===== src/inc/gps_pkg.sv =====
/*
  Package of the power-save scheduler: register map, field positions,
  reset values, timing counts and carrier types.
  Assumes a 10 MHz clock and a one-millisecond tick from the timebase.
*/
package gps_pkg;
  localparam int unsigned CLK_HZ       = 10000000;
  localparam int unsigned TICK_MS      = 1;
  localparam int unsigned TICK_CYCLES  = CLK_HZ / 1000 * TICK_MS;
  // Milliseconds in one week, the longest legal interval
  localparam logic [31:0] WEEK_MS      = 32'h240c8400;
  // Orbit refresh grid, 30 minutes
  localparam int unsigned REFRESH_MIN  = 30;
  localparam logic [31:0] REFRESH_MS   = 32'(REFRESH_MIN * 60 * 1000);
  // Extra hold for a timing solution, two seconds
  localparam int unsigned TFIX_S       = 2;
  localparam logic [31:0] TFIX_MS      = 32'(TFIX_S * 1000);
  // Self-chosen limits used when a limit is written as zero
  localparam logic [31:0] AUTO_FLOOR_MS = 32'h00002710;
  localparam logic [31:0] AUTO_CEIL_MS  = 32'h0000ea60;

  // Register byte offsets
  localparam logic [7:0] OFS_CTRL   = 8'h00;
  localparam logic [7:0] OFS_UPD    = 8'h04;
  localparam logic [7:0] OFS_SRCH   = 8'h08;
  localparam logic [7:0] OFS_SHIFT  = 8'h0c;
  localparam logic [7:0] OFS_HOLD   = 8'h10;
  localparam logic [7:0] OFS_FLOOR  = 8'h14;
  localparam logic [7:0] OFS_CEIL   = 8'h18;
  localparam logic [7:0] OFS_PMREQ  = 8'h1c;
  localparam logic [7:0] OFS_STATUS = 8'h20;
  localparam logic [7:0] OFS_UPDSRC = 8'h24;

  // Control field positions
  localparam int CTL_MODE   = 0;
  localparam int CTL_NOSLP  = 1;
  localparam int CTL_TFIX   = 2;
  localparam int CTL_REFR   = 3;
  localparam int CTL_ENABLE = 4;
  // Power request fields: [31] force, [30:28] wake sources, [27:0] ms
  localparam int PMR_FORCE  = 31;
  localparam int PMR_WUART  = 28;
  localparam int PMR_WEXT   = 29;
  localparam int PMR_WSPI   = 30;
  // Idle levels of {chip select, wake pin, serial receive}
  localparam logic [2:0] PIN_IDLE = 3'b101;
  localparam logic [31:0] CTRL_RST = 32'h00000000;
  localparam logic [31:0] INT_RST  = 32'h000003e8;

  localparam logic [1:0] RESP_OKAY   = 2'b00;
  localparam logic [1:0] RESP_SLVERR = 2'b10;

  typedef enum logic [2:0] {
    ST_ACQ  = 3'b000,
    ST_TRK  = 3'b001,
    ST_POT  = 3'b011,
    ST_IUPD = 3'b010,
    ST_ISRC = 3'b110,
    ST_STBY = 3'b111
  } gps_state_t;

  // Signal-side status from the navigation engine
  typedef struct packed {
    logic fix_ok;
    logic sig_weak;
    logic time_valid;
    logic time_fix;
    logic few_eph;
    logic wanted_data;
  } gps_nav_t;
endpackage


===== src/hw/gps_sched.sv =====
/*
  Power-save scheduler: sequences acquisition, tracking, power-optimized
  tracking, inactive states and software standby, with an AXI4-Lite
  register slave. Assumes nav status and wake pins are asynchronous and
  tick_in is a one-cycle pulse per millisecond on clk_in.
*/
// The implementer's own choices: register access over AXI4-Lite and the register addresses.
`timescale 1ns/1ps
module gps_sched (
  input  wire logic            clk_in,
  input  wire logic            resetn_in,
  input  wire logic            ce_in,
  input  wire logic            tick_in,
  input  wire gps_pkg::gps_nav_t nav_in,
  input  wire logic            uart_rx_in,
  input  wire logic            ext_wake_in,
  input  wire logic            spi_cs_in,
  input  wire logic [31:0]     week_ms_in,
  input  wire logic [31:0]     s_axi_awaddr,
  input  wire logic            s_axi_awvalid,
  output logic                 s_axi_awready,
  input  wire logic [31:0]     s_axi_wdata,
  input  wire logic [3:0]      s_axi_wstrb,
  input  wire logic            s_axi_wvalid,
  output logic                 s_axi_wready,
  output logic [1:0]           s_axi_bresp,
  output logic                 s_axi_bvalid,
  input  wire logic            s_axi_bready,
  input  wire logic [31:0]     s_axi_araddr,
  input  wire logic            s_axi_arvalid,
  output logic                 s_axi_arready,
  output logic [31:0]          s_axi_rdata,
  output logic [1:0]           s_axi_rresp,
  output logic                 s_axi_rvalid,
  input  wire logic            s_axi_rready,
  output logic [2:0]           state_out,
  output logic                 core_on_out,
  output logic                 continuous_out,
  output logic                 cfg_clear_out,
  output logic                 store_erase_out
);
  import gps_pkg::*;

  gps_state_t  st_reg;
  logic [31:0] ctrl_reg, upd_reg, srch_reg, shift_reg;
  logic [31:0] hold_reg, floor_reg, ceil_reg, pmreq_reg;
  logic [31:0] tmr_reg, sby_reg, refr_reg, tfix_reg;
  logic        stby_req_reg, host_wake_reg, in_stby_seen_reg, dl_reg;
  logic [5:0]  nav_s1, nav_s2;
  logic [2:0]  pin_s1, pin_s2, pin_d;
  logic        aw_hold, w_hold;
  logic [7:0]  aw_addr;
  logic [31:0] w_data;
  gps_nav_t    nav;
  logic        tick, wr_fire, cyc, pin_edge, grid_hit, srch_hit;
  logic [31:0] floor_eff, ceil_eff, grid_pos;

  // Wrap the grid position: mod of week time minus shift
  function automatic logic [31:0] grid_mod(input logic [31:0] t,
                                           input logic [31:0] p);
    grid_mod = (p == 32'h0) ? 32'h1 : t % p;
  endfunction

  // Two-flop synchronisers for navigation status and wake pins
  always_ff @(posedge clk_in) begin
    if (!resetn_in) begin
      nav_s1 <= '0;
      nav_s2 <= '0;
      // Idle levels, so release of reset shows no false wake edge
      pin_s1 <= PIN_IDLE;
      pin_s2 <= PIN_IDLE;
      pin_d  <= PIN_IDLE;
    end else if (ce_in) begin
      nav_s1 <= nav_in;
      nav_s2 <= nav_s1;
      pin_s1 <= {spi_cs_in, ext_wake_in, uart_rx_in};
      pin_s2 <= pin_s1;
      pin_d  <= pin_s2;
    end
  end

  assign nav  = gps_nav_t'(nav_s2);
  assign tick = tick_in & ce_in;
  assign cyc  = (ctrl_reg[CTL_MODE] == 1'b0);
  // Any edge on an enabled wake source
  assign pin_edge = |((pin_s2 ^ pin_d) & pmreq_reg[30:28]);
  assign floor_eff = (floor_reg == 32'h0) ? AUTO_FLOOR_MS : floor_reg;
  assign ceil_eff  = (ceil_reg == 32'h0) ? AUTO_CEIL_MS : ceil_reg;
  // Before valid time the grid runs on local time, unshifted
  assign grid_pos = nav.time_valid ? (week_ms_in - shift_reg)
                                   : week_ms_in;
  assign grid_hit = (upd_reg != 32'h0) &&
                    (grid_mod(grid_pos, upd_reg) == 32'h0);
  assign srch_hit = (srch_reg != 32'h0) &&
                    (grid_mod(grid_pos, srch_reg) == 32'h0);

  // Write channels latched independently, response after both
  assign s_axi_awready = !aw_hold && !s_axi_bvalid;
  assign s_axi_wready  = !w_hold && !s_axi_bvalid;
  assign wr_fire       = aw_hold && w_hold && !s_axi_bvalid;

  always_ff @(posedge clk_in) begin
    if (!resetn_in) begin
      aw_hold      <= 1'b0;
      w_hold       <= 1'b0;
      aw_addr      <= 8'h00;
      w_data       <= 32'h0;
      s_axi_bvalid <= 1'b0;
      s_axi_bresp  <= RESP_OKAY;
    end else if (ce_in) begin
      if (s_axi_awvalid && s_axi_awready) begin
        aw_hold <= 1'b1;
        aw_addr <= s_axi_awaddr[7:0];
      end
      if (s_axi_wvalid && s_axi_wready) begin
        w_hold <= 1'b1;
        w_data <= s_axi_wdata;
      end
      if (wr_fire) begin
        aw_hold      <= 1'b0;
        w_hold       <= 1'b0;
        s_axi_bvalid <= 1'b1;
        s_axi_bresp  <= (aw_addr > OFS_PMREQ) ? RESP_SLVERR : RESP_OKAY;
      end else if (s_axi_bready) begin
        s_axi_bvalid <= 1'b0;
      end
    end
  end

  // Configuration store; standby entry wipes it back to reset values
  always_ff @(posedge clk_in) begin
    if (!resetn_in || (ce_in && stby_req_reg)) begin
      ctrl_reg  <= CTRL_RST;
      upd_reg   <= INT_RST;
      srch_reg  <= INT_RST;
      shift_reg <= 32'h0;
      hold_reg  <= INT_RST;
      floor_reg <= 32'h0;
      ceil_reg  <= 32'h0;
    end else if (ce_in && wr_fire) begin
      unique case (aw_addr)
        OFS_CTRL:  ctrl_reg  <= w_data;
        // Values past one week leave the old interval in force
        OFS_UPD:   if (w_data <= WEEK_MS) upd_reg <= w_data;
        OFS_SRCH:  if (w_data <= WEEK_MS) srch_reg <= w_data;
        OFS_SHIFT: shift_reg <= w_data;
        OFS_HOLD:  hold_reg  <= w_data;
        OFS_FLOOR: floor_reg <= w_data;
        OFS_CEIL:  ceil_reg  <= w_data;
        default: ;
      endcase
    end
  end

  // Power request latch: only a forced request arms standby
  always_ff @(posedge clk_in) begin
    if (!resetn_in) begin
      pmreq_reg    <= 32'h0;
      stby_req_reg <= 1'b0;
    end else if (ce_in) begin
      stby_req_reg <= 1'b0;
      if (wr_fire && aw_addr == OFS_PMREQ && w_data[PMR_FORCE]) begin
        pmreq_reg    <= w_data;
        stby_req_reg <= 1'b1;
      end
    end
  end

  // Host wake pulse in inactive-update when update interval is zero
  always_ff @(posedge clk_in) begin
    if (!resetn_in) begin
      host_wake_reg <= 1'b0;
    end else if (ce_in) begin
      host_wake_reg <= |(pin_s2 ^ pin_d);
    end
  end

  // Read channel; status shows the live state
  assign s_axi_arready = !s_axi_rvalid;
  always_ff @(posedge clk_in) begin
    if (!resetn_in) begin
      s_axi_rvalid <= 1'b0;
      s_axi_rdata  <= 32'h0;
      s_axi_rresp  <= RESP_OKAY;
    end else if (ce_in) begin
      if (s_axi_arvalid && s_axi_arready) begin
        s_axi_rvalid <= 1'b1;
        s_axi_rresp  <= RESP_OKAY;
        unique case (s_axi_araddr[7:0])
          OFS_CTRL:   s_axi_rdata <= ctrl_reg;
          OFS_UPD:    s_axi_rdata <= upd_reg;
          OFS_SRCH:   s_axi_rdata <= srch_reg;
          OFS_SHIFT:  s_axi_rdata <= shift_reg;
          OFS_HOLD:   s_axi_rdata <= hold_reg;
          OFS_FLOOR:  s_axi_rdata <= floor_reg;
          OFS_CEIL:   s_axi_rdata <= ceil_reg;
          OFS_PMREQ:  s_axi_rdata <= pmreq_reg;
          OFS_STATUS: s_axi_rdata <= {26'h0, dl_reg, core_on_out,
                                      in_stby_seen_reg, st_reg};
          OFS_UPDSRC: s_axi_rdata <= tmr_reg;
          default: begin
            s_axi_rdata <= 32'h0;
            s_axi_rresp <= RESP_SLVERR;
          end
        endcase
      end else if (s_axi_rready) begin
        s_axi_rvalid <= 1'b0;
      end
    end
  end

  // Orbit data download window: 30-minute grid or few valid ephemerides
  always_ff @(posedge clk_in) begin
    if (!resetn_in) begin
      refr_reg <= 32'h0;
      dl_reg   <= 1'b0;
    end else if (tick) begin
      refr_reg <= (refr_reg >= REFRESH_MS - 32'h1) ? 32'h0
                                                    : refr_reg + 32'h1;
      if (nav.few_eph ||
          (ctrl_reg[CTL_REFR] && refr_reg == 32'h0)) begin
        dl_reg <= 1'b1;
      end else if (!nav.wanted_data) begin
        dl_reg <= 1'b0;
      end
    end
  end

  // Main sequencer; timers advance one step per millisecond tick
  always_ff @(posedge clk_in) begin
    if (!resetn_in) begin
      st_reg   <= ST_ACQ;
      tmr_reg  <= 32'h0;
      sby_reg  <= 32'h0;
      tfix_reg <= 32'h0;
    end else if (ce_in && stby_req_reg) begin
      st_reg  <= ST_STBY;
      sby_reg <= {4'h0, w_data[27:0]};
    end else if (ce_in && st_reg == ST_STBY && pin_edge) begin
      st_reg  <= ST_ACQ;
      tmr_reg <= 32'h0;
    end else if (tick) begin
      tmr_reg <= tmr_reg + 32'h1;
      unique case (st_reg)
        ST_ACQ: begin
          tfix_reg <= nav.time_fix ? tfix_reg + 32'h1 : 32'h0;
          if (nav.fix_ok && (!ctrl_reg[CTL_TFIX] ||
              tfix_reg >= TFIX_MS)) begin
            // Good signal needs no floor wait
            if (!nav.sig_weak || tmr_reg >= floor_eff ||
                ctrl_reg[CTL_NOSLP]) begin
              st_reg  <= ST_TRK;
              tmr_reg <= 32'h0;
            end
          end else if (!ctrl_reg[CTL_NOSLP] && !dl_reg &&
                       (tmr_reg >= ceil_eff ||
                        (tmr_reg >= floor_eff && nav.sig_weak))) begin
            st_reg  <= ST_ISRC;
            tmr_reg <= 32'h0;
          end
        end
        ST_TRK: begin
          if (!nav.fix_ok) begin
            st_reg  <= ST_ACQ;
            tmr_reg <= 32'h0;
          end else if (tmr_reg >= hold_reg && !dl_reg) begin
            st_reg  <= cyc ? ST_POT : ST_IUPD;
            tmr_reg <= 32'h0;
          end
        end
        ST_POT: begin
          if (nav.sig_weak || !nav.fix_ok || !cyc) begin
            st_reg  <= ST_TRK;
            tmr_reg <= 32'h0;
          end
        end
        ST_IUPD: begin
          if (grid_hit || dl_reg ||
              (upd_reg == 32'h0 && host_wake_reg)) begin
            st_reg  <= ST_ACQ;
            tmr_reg <= 32'h0;
          end
        end
        ST_ISRC: begin
          if (srch_hit || dl_reg) begin
            st_reg  <= ST_ACQ;
            tmr_reg <= 32'h0;
          end
        end
        ST_STBY: begin
          if (sby_reg != 32'h0) begin
            sby_reg <= sby_reg - 32'h1;
            if (sby_reg == 32'h1) begin
              st_reg  <= ST_ACQ;
              tmr_reg <= 32'h0;
            end
          end
        end
        default: st_reg <= ST_ACQ;
      endcase
    end
  end

  // Reset pin seen during standby erases the battery-backed store
  always_ff @(posedge clk_in) begin
    if (!resetn_in) begin
      in_stby_seen_reg <= 1'b0;
      store_erase_out  <= in_stby_seen_reg;
    end else if (ce_in) begin
      in_stby_seen_reg <= (st_reg == ST_STBY);
      store_erase_out  <= 1'b0;
    end
  end

  // Outputs from flip-flops; core supply off only in standby
  always_ff @(posedge clk_in) begin
    if (!resetn_in) begin
      state_out      <= ST_ACQ;
      core_on_out    <= 1'b1;
      continuous_out <= 1'b0;
      cfg_clear_out  <= 1'b0;
    end else if (ce_in) begin
      state_out      <= st_reg;
      core_on_out    <= (st_reg != ST_STBY);
      continuous_out <= dl_reg;
      cfg_clear_out  <= stby_req_reg;
    end
  end

  a_week_reject: assert property (@(posedge clk_in) disable iff (!resetn_in)
    (ce_in && wr_fire && aw_addr == OFS_UPD && w_data > WEEK_MS &&
     !stby_req_reg) |=> $stable(upd_reg))
    else $error("Oversized update interval was stored");
  a_force_needed: assert property (@(posedge clk_in) disable iff (!resetn_in)
    (st_reg != ST_STBY && !stby_req_reg) |=> st_reg != ST_STBY)
    else $error("Standby entered without forced request");
  a_stby_core: assert property (@(posedge clk_in) disable iff (!resetn_in)
    (ce_in && st_reg == ST_STBY) |=> !core_on_out)
    else $error("Core supply on during standby");
  a_nosleep_stay: assert property (@(posedge clk_in) disable iff (!resetn_in)
    (ctrl_reg[CTL_NOSLP] && st_reg == ST_ACQ && !stby_req_reg)
      |=> st_reg != ST_ISRC)
    else $error("Inactive-search entered with never sleep");
  a_cyc_no_iupd: assert property (@(posedge clk_in) disable iff (!resetn_in)
    (st_reg == ST_TRK && cyc && !stby_req_reg) |=> st_reg != ST_IUPD)
    else $error("Cyclic mode went to inactive-update");
  a_tick_only: assert property (@(posedge clk_in) disable iff (!resetn_in)
    (!tick_in && !stby_req_reg && !(st_reg == ST_STBY && pin_edge))
      |=> $stable(st_reg))
    else $error("State moved between ticks");
  a_trk_hold: assert property (@(posedge clk_in) disable iff (!resetn_in)
    (st_reg == ST_TRK && tick && nav.fix_ok && tmr_reg < hold_reg &&
     !stby_req_reg) |=> st_reg == ST_TRK)
    else $error("Tracking left before hold time");
  a_cfg_wipe: assert property (@(posedge clk_in) disable iff (!resetn_in)
    (ce_in && stby_req_reg) |=> (ctrl_reg == CTRL_RST && cfg_clear_out))
    else $error("Configuration survived standby entry");
endmodule // gps_sched


===== config.mk =====
export PLATFORM = sky130hd
export DESIGN_NAME = gps_sched
export DESIGN_NICKNAME = d
export VERILOG_FILES = /design/src/inc/gps_pkg.sv /design/src/hw/gps_sched.sv
export SDC_FILE = /design/constraint.sdc
export NUM_CORES = 2
export LEC_CHECK = 0
export ABC_AREA = 1
export BUFFER_PORTS_ARGS = -buffer_cell sky130_fd_sc_hd__buf_2
export CORE_MARGIN = 2
export CORE_UTILIZATION = 25
export DETAILED_ROUTE_END_ITERATION = 6
export PLACE_DENSITY = 0.51
export SLEW_MARGIN = 5
export SYNTH_ARGS = -nofsm -noshare
export SYNTH_HDL_FRONTEND = slang
export SYNTH_SLANG_ARGS = --single-unit

===== constraint.sdc =====
create_clock -name clk_in -period 117.5 [get_ports clk_in]
set_clock_uncertainty 0.15 [all_clocks]
set_input_delay 29.375 -clock clk_in [delete_from_list [all_inputs] [get_ports clk_in]]
set_output_delay 29.375 -clock clk_in [all_outputs]
set_load 0.05 [all_outputs]

Yosys cells after proc, flatten, opt, wreduce, memory -nomap -nowiden. Index checks and enable logic that the tools add are counted.

Bits in registers: 499. Word-level logic and storage cells: 238.

Add/sub/neg operators: 5. Divide/modulo/power cells: 2. Order comparisons: 7. Eq/ne operators: 34. Muxes and demuxes: 56. Bitwise operators: 6. Reduce and logical (&&, ||, !) cells: 91.

Operators by type and width (number): 2-to-1 mux 32 bit (19); case mux 32 bit (10 select lines) (1); zero test 32 bit (7); case mux 32 bit (6 select lines) (1); 2-to-1 mux 28 bit (5); adder 32 x 1 -> 32 bit (second input constant) (3); >= comparator 32 bit (3); nonzero test 32 bit (3); == test 8 x 5 -> 1 bit (second input constant) (8); modulo 32 x 32 -> 32 bit (2); 2-to-1 mux 3 bit (13); == test 32 x 1 -> 1 bit (second input constant) (1); == test 8 x 4 -> 1 bit (second input constant) (4); >= comparator 32 x 11 -> 1 bit (second input constant) (1); >= comparator 32 x 21 -> 1 bit (second input constant) (1); <= comparator 32 x 30 -> 1 bit (second input constant) (1); AND reduction 2 bit (16); subtractor 32 x 1 -> 32 bit (second input constant) (1); subtractor 32 bit (1); logical AND 1 bit (22); case mux 3 bit (6 select lines) (1); == test 8 x 3 -> 1 bit (second input constant) (2); == test 8 x 6 -> 1 bit (second input constant) (2); zero test 8 bit (2); 27 further kinds (81).

Depth between registers and ports, before layout.
Depth after elaboration: 13. Mapped depth: 570. Mapped depth without buffers: 565.

Worst setup path after synthesis. OpenSTA, ideal clock, no wires.

Path type: input port to flip-flop. Start: input port week_ms_in[0]. End: register tmr_reg[22]. Library setup time: 0.138 ns. Arrival time: 93.618 ns. Data required time: 117.212 ns. Path slack: 23.594 ns. Stages: 500. Cell sequence: inv_1 > ha_1 > inv_1 > fa_1 > nand3_1 > nand3_1 > xnor2_1 > o21ai_0 > nor2_1 > nand3_1 > nor2_2 > nand3_1 > nor2_1 > nand3_1 > nand2_1 > a21boi_0 > ha_1 > nand2_1 > [464 not listed] > o211ai_1 > nand2_1 > o211ai_1 > a21oi_1 > nand3_1 > nor2_1 > nand2_1 > nor2_1 > nand2_1 > a21oi_2 > nand3_1 > nand2_1 > nand2_1 > nand2_2 > nand4_4 > buf_8 > nand3_2 > a21oi_2.

Longest elaborated chain between the ends: 12.

RTL lines: start: declaration (line gps_sched.sv:18) `input wire logic [31:0] week_ms_in,`; subtractor 32 bit (line gps_sched.sv:90) `assign grid_pos = nav.time_valid ? (week_ms_in - shift_reg)`; 2-to-1 mux 32 bit (*) (line gps_sched.sv:90); modulo 32 x 32 -> 32 bit (line gps_sched.sv:61) `grid_mod = (p == 32'h0) ? 32'h1 : t % p;`; 2-to-1 mux 32 bit (line gps_sched.sv:61); zero test 32 bit (line gps_sched.sv:93) `(grid_mod(grid_pos, upd_reg) == 32'h0);`; logical AND 1 bit (line gps_sched.sv:92) `assign grid_hit = (upd_reg != 32'h0) &&`; logical OR 1 bit (2 in series) (line gps_sched.sv:278) `if (grid_hit || dl_reg ||`; 2-to-1 mux 32 bit (line gps_sched.sv:278); case mux 32 bit (6 select lines) (*) (line gps_sched.sv:244) `unique case (st_reg)`; 2-to-1 mux 32 bit (*) (line gps_sched.sv:242) `end else if (tick) begin`; 2-to-1 mux 32 bit (*) (line gps_sched.sv:239) `end else if (ce_in && st_reg == ST_STBY && pin_edge) begin`; end signal: assignment (line gps_sched.sv:243) `tmr_reg <= tmr_reg + 32'h1;`; end: declaration (line gps_sched.sv:47) `logic [31:0] tmr_reg, sby_reg, refr_reg, tfix_reg;`.

Every way passes the cells marked *; elsewhere a longest branch is shown, timed or not. The select of a mux whose other input is x is not followed. A chain may end at the register's enable or synchronous reset.

Final worst setup path.
Start: input port week_ms_in[0]. End: register tmr_reg[4].

Same word-level chain as after synthesis.

==> key figures <==
Run status
  • Outcome: complete, no violations

Final layout
  • Nets: 16080
  • Final instance area: 0.09559 mm2
  • Ratio of cells with drive above 1 in the final layout: 0.06122
  • Area Overhead vs Synth: 10.91%
  • Fin util: 0.2787

Timing
  • Pins Over Slew Limit: 0
  • Max Freq: 9.206 MHz
  • Fin crit share: 0.9245
  • Hold Worst Slack: 0.2910 ns
  • Worst Tran Pin Value: 1.192 ns
  • Final Hold Vio Count: 0
  • Slew HR: 0.1950
  • Final setup vio count: 0
  • Tmin final: 108.62 ns

Floorplanning
  • Die X: 591.2 um
  • Full die area: 0.3495 mm2
  • Height of the chip: 591.2 um
  • Ports: 198
  • # rows: 215
  • Core area: 0.3430 mm2
  • Initial Utilization: 0.2513

CTS
  • CTS Buf Count: 59
  • H-tree depth: 2
  • Num Clock Sinks: 497
  • Hold buffer count at CTS: 0
  • TritonCTS clock tree: built
  • Clk_lat worst skew: 0.71 ns
  • Clock Tree Root: clkbuf_16
  • CTS Buffer Depth: 3
  • Clock transition at the registers of the reported paths: 0.06 ns

Setup path
  • CP arrival: 109.00 ns
  • Most used cell, CP: nand2_1
  • WP data required: 117.88 ns
  • Crit path max fanout: 30
  • CP peak stage delay: 0.67 ns
  • Worst Setup Start Kind: input port
  • Crit-path leading delay family: simple AND/OR/NAND/NOR gates
  • Crit Path Category: in2reg
  • CP max stage cell: or4_1
  • Worst path buffer plus inverter count: 79
  • CP endpoint kind: flop

Synthesis
  • Ys async rst share: 0
  • Most common cell in the netlist: nand2_1
  • Distinct cells, synth: 88
  • Syn Std Cell Area: 0.08619 mm2
  • Most area-consuming cells after synthesis: ha_1, nand2_1, dfxtp_1, inv_1, a21oi_1
  • Yosys warnings: 0
  • Syn avg cell area: 5.921 um2
  • Most instantiated cells after synthesis: nand2_1, inv_1, a21oi_1
  • Number of flops mapped to enable cells by yosys: 1
  • Yosys reg bits: 497
  • Dominant synthesized flop cell: dfxtp_1
  • Area fraction of the dominant cell type after synthesis: 0.1733
  • Sequential area share after synthesis: 0.1155
  • Mapped Cells: 14560
  • Synth area leader: ha_1

Placement
  • PortBufs: 143
  • Gpl congestion: 0.9269
  • Placed inst area: 0.09324 mm2
  • Post-DP HPWL: 265900 um

Detailed routing
  • Vias per inst: 4.823
  • Routed vias: 93350
  • DRC: 0
  • Wire per inst: 17.26 um
  • DRT Pass-1 Iters: 6
  • DRT Wirelength: 334000 um
  • Initial DRC Count: 7194
  • Routed Antenna Nets: 0

Global routing
  • Number of global-route vias before repair: 86520
  • GRT overflow: 0
  • First-pass GRT wire length: 507800 um
  • Gr usage total: 0.1844
  • Pin count of the biggest net entering global routing: 105
  • Initial antenna violation count: 40

Job
  • Maxcap violations: 0

Hold path
  • Hold Crit Class: reg2reg
## final cells by class
cell class	count	area (um2)
diodes	15	37.54
repair buffers	421	2843
clock buffers	82	1703
inverters	2383	8991
fillers	38950	247400
repair inverters	6	35.03
well taps	4557	5702
clock inverters	26	255.2
flip-flops and latches	497	9961
multi-input cells	11370	66070
## routing by layer
layer  GRT usage  vias to the layer above  wire [um]
met4     0.05092                       10      10820
met3     0.01955                      372      19170
met5           0                        -         63
li1            -                    48440          -
met2      0.3036                     2196     146400
met1      0.2532                    42340     157600
## cells in the final DEF (no fill, tap or decap), types with 44 or more instances in the layout
cell type  count
a211oi_1      49
a21o_1        44
a21oi_1     1408
a31oi_1       50
buf_2        142
buf_4        276
clkbuf_16     59
dfxtp_1      495
ha_1        1194
inv_1       2302
inv_2         54
nand2_1     3916
nand3_1      714
nand4_1      156
nor2_1       864
nor3_1       191
nor4_1        89
o2111ai_1     44
o21ai_0      876
o21ai_1      102
o21bai_1      86
o221ai_1      49
o22ai_1      107
or2_2        120
xnor2_1      264
xor2_1       490
## worst reg2reg max path, delay by kind of cell, from the launching register on
| kind | cells | cell delay, ns |
|---|---|---|
| AND/OR/NAND/NOR | 256 | 32.57 |
| AO/OA/AOI/OAI | 133 | 26.36 |
| adder cells (fa/ha/maj) | 33 | 10.65 |
| buffers and inverters | 77 | 9.57 |
| flip-flops | 1 | 0.41 |
| XOR/XNOR | 2 | 0.31 |
## cell families (layout without fill, tap and decap cells)
| kind of cell | Yosys count | after routing | synth area share |
|---|---|---|---|
| fa+ha+maj | 1197 | 1197 | 0.1740 |
| mux | 18 | 18 | 0.002134 |
| compound gates | 3126 | 3126 | 0.2044 |
| xor+xnor | 754 | 754 | 0.07662 |
| simple gates | 6271 | 6271 | 0.3064 |
| buf+inv | 2692 | 2918 | 0.1208 |
| other cells | 1 | 17 | 0.00004351 |
| flops | 497 | 497 | 0.1155 |
## stage by stage
step | std cells | TNS (ns) | setup WS (ns)
3_3_place_gp | 19210 | 0 | 3.568
2_1_floorplan | 14560 | 0 | 23.59
5_1_grt | 19340 | -0.02005 | -0.02005
6_report | 19360 | 0 | 8.876
3_5_place_dp | 19210 | 0 | 3.424
4_1_cts | 19320 | 0 | 3.834
## what timing repair did
item                                    4_1_cts  5_1_grt
buffers inserted                              0       15
resized for setup                             0       65
endpoints found under the hold margin         0        0
endpoints found under the setup margin        0       35
## worst paths after layout
check | start | to | slack, ns | cells after the start
max | week_ms_in[0] | tmr_reg[4] | 8.88 | 503
min | refr_reg[23] | refr_reg[23] | 0.29 | 2
min reg2reg | refr_reg[23] | refr_reg[23] | 0.29 | 2
max reg2reg | shift_reg[0] | tmr_reg[4] | 37.38 | 501
Power is not shown: default switching activity piles up to over one toggle a cycle in this logic, so the estimate is an artifact.
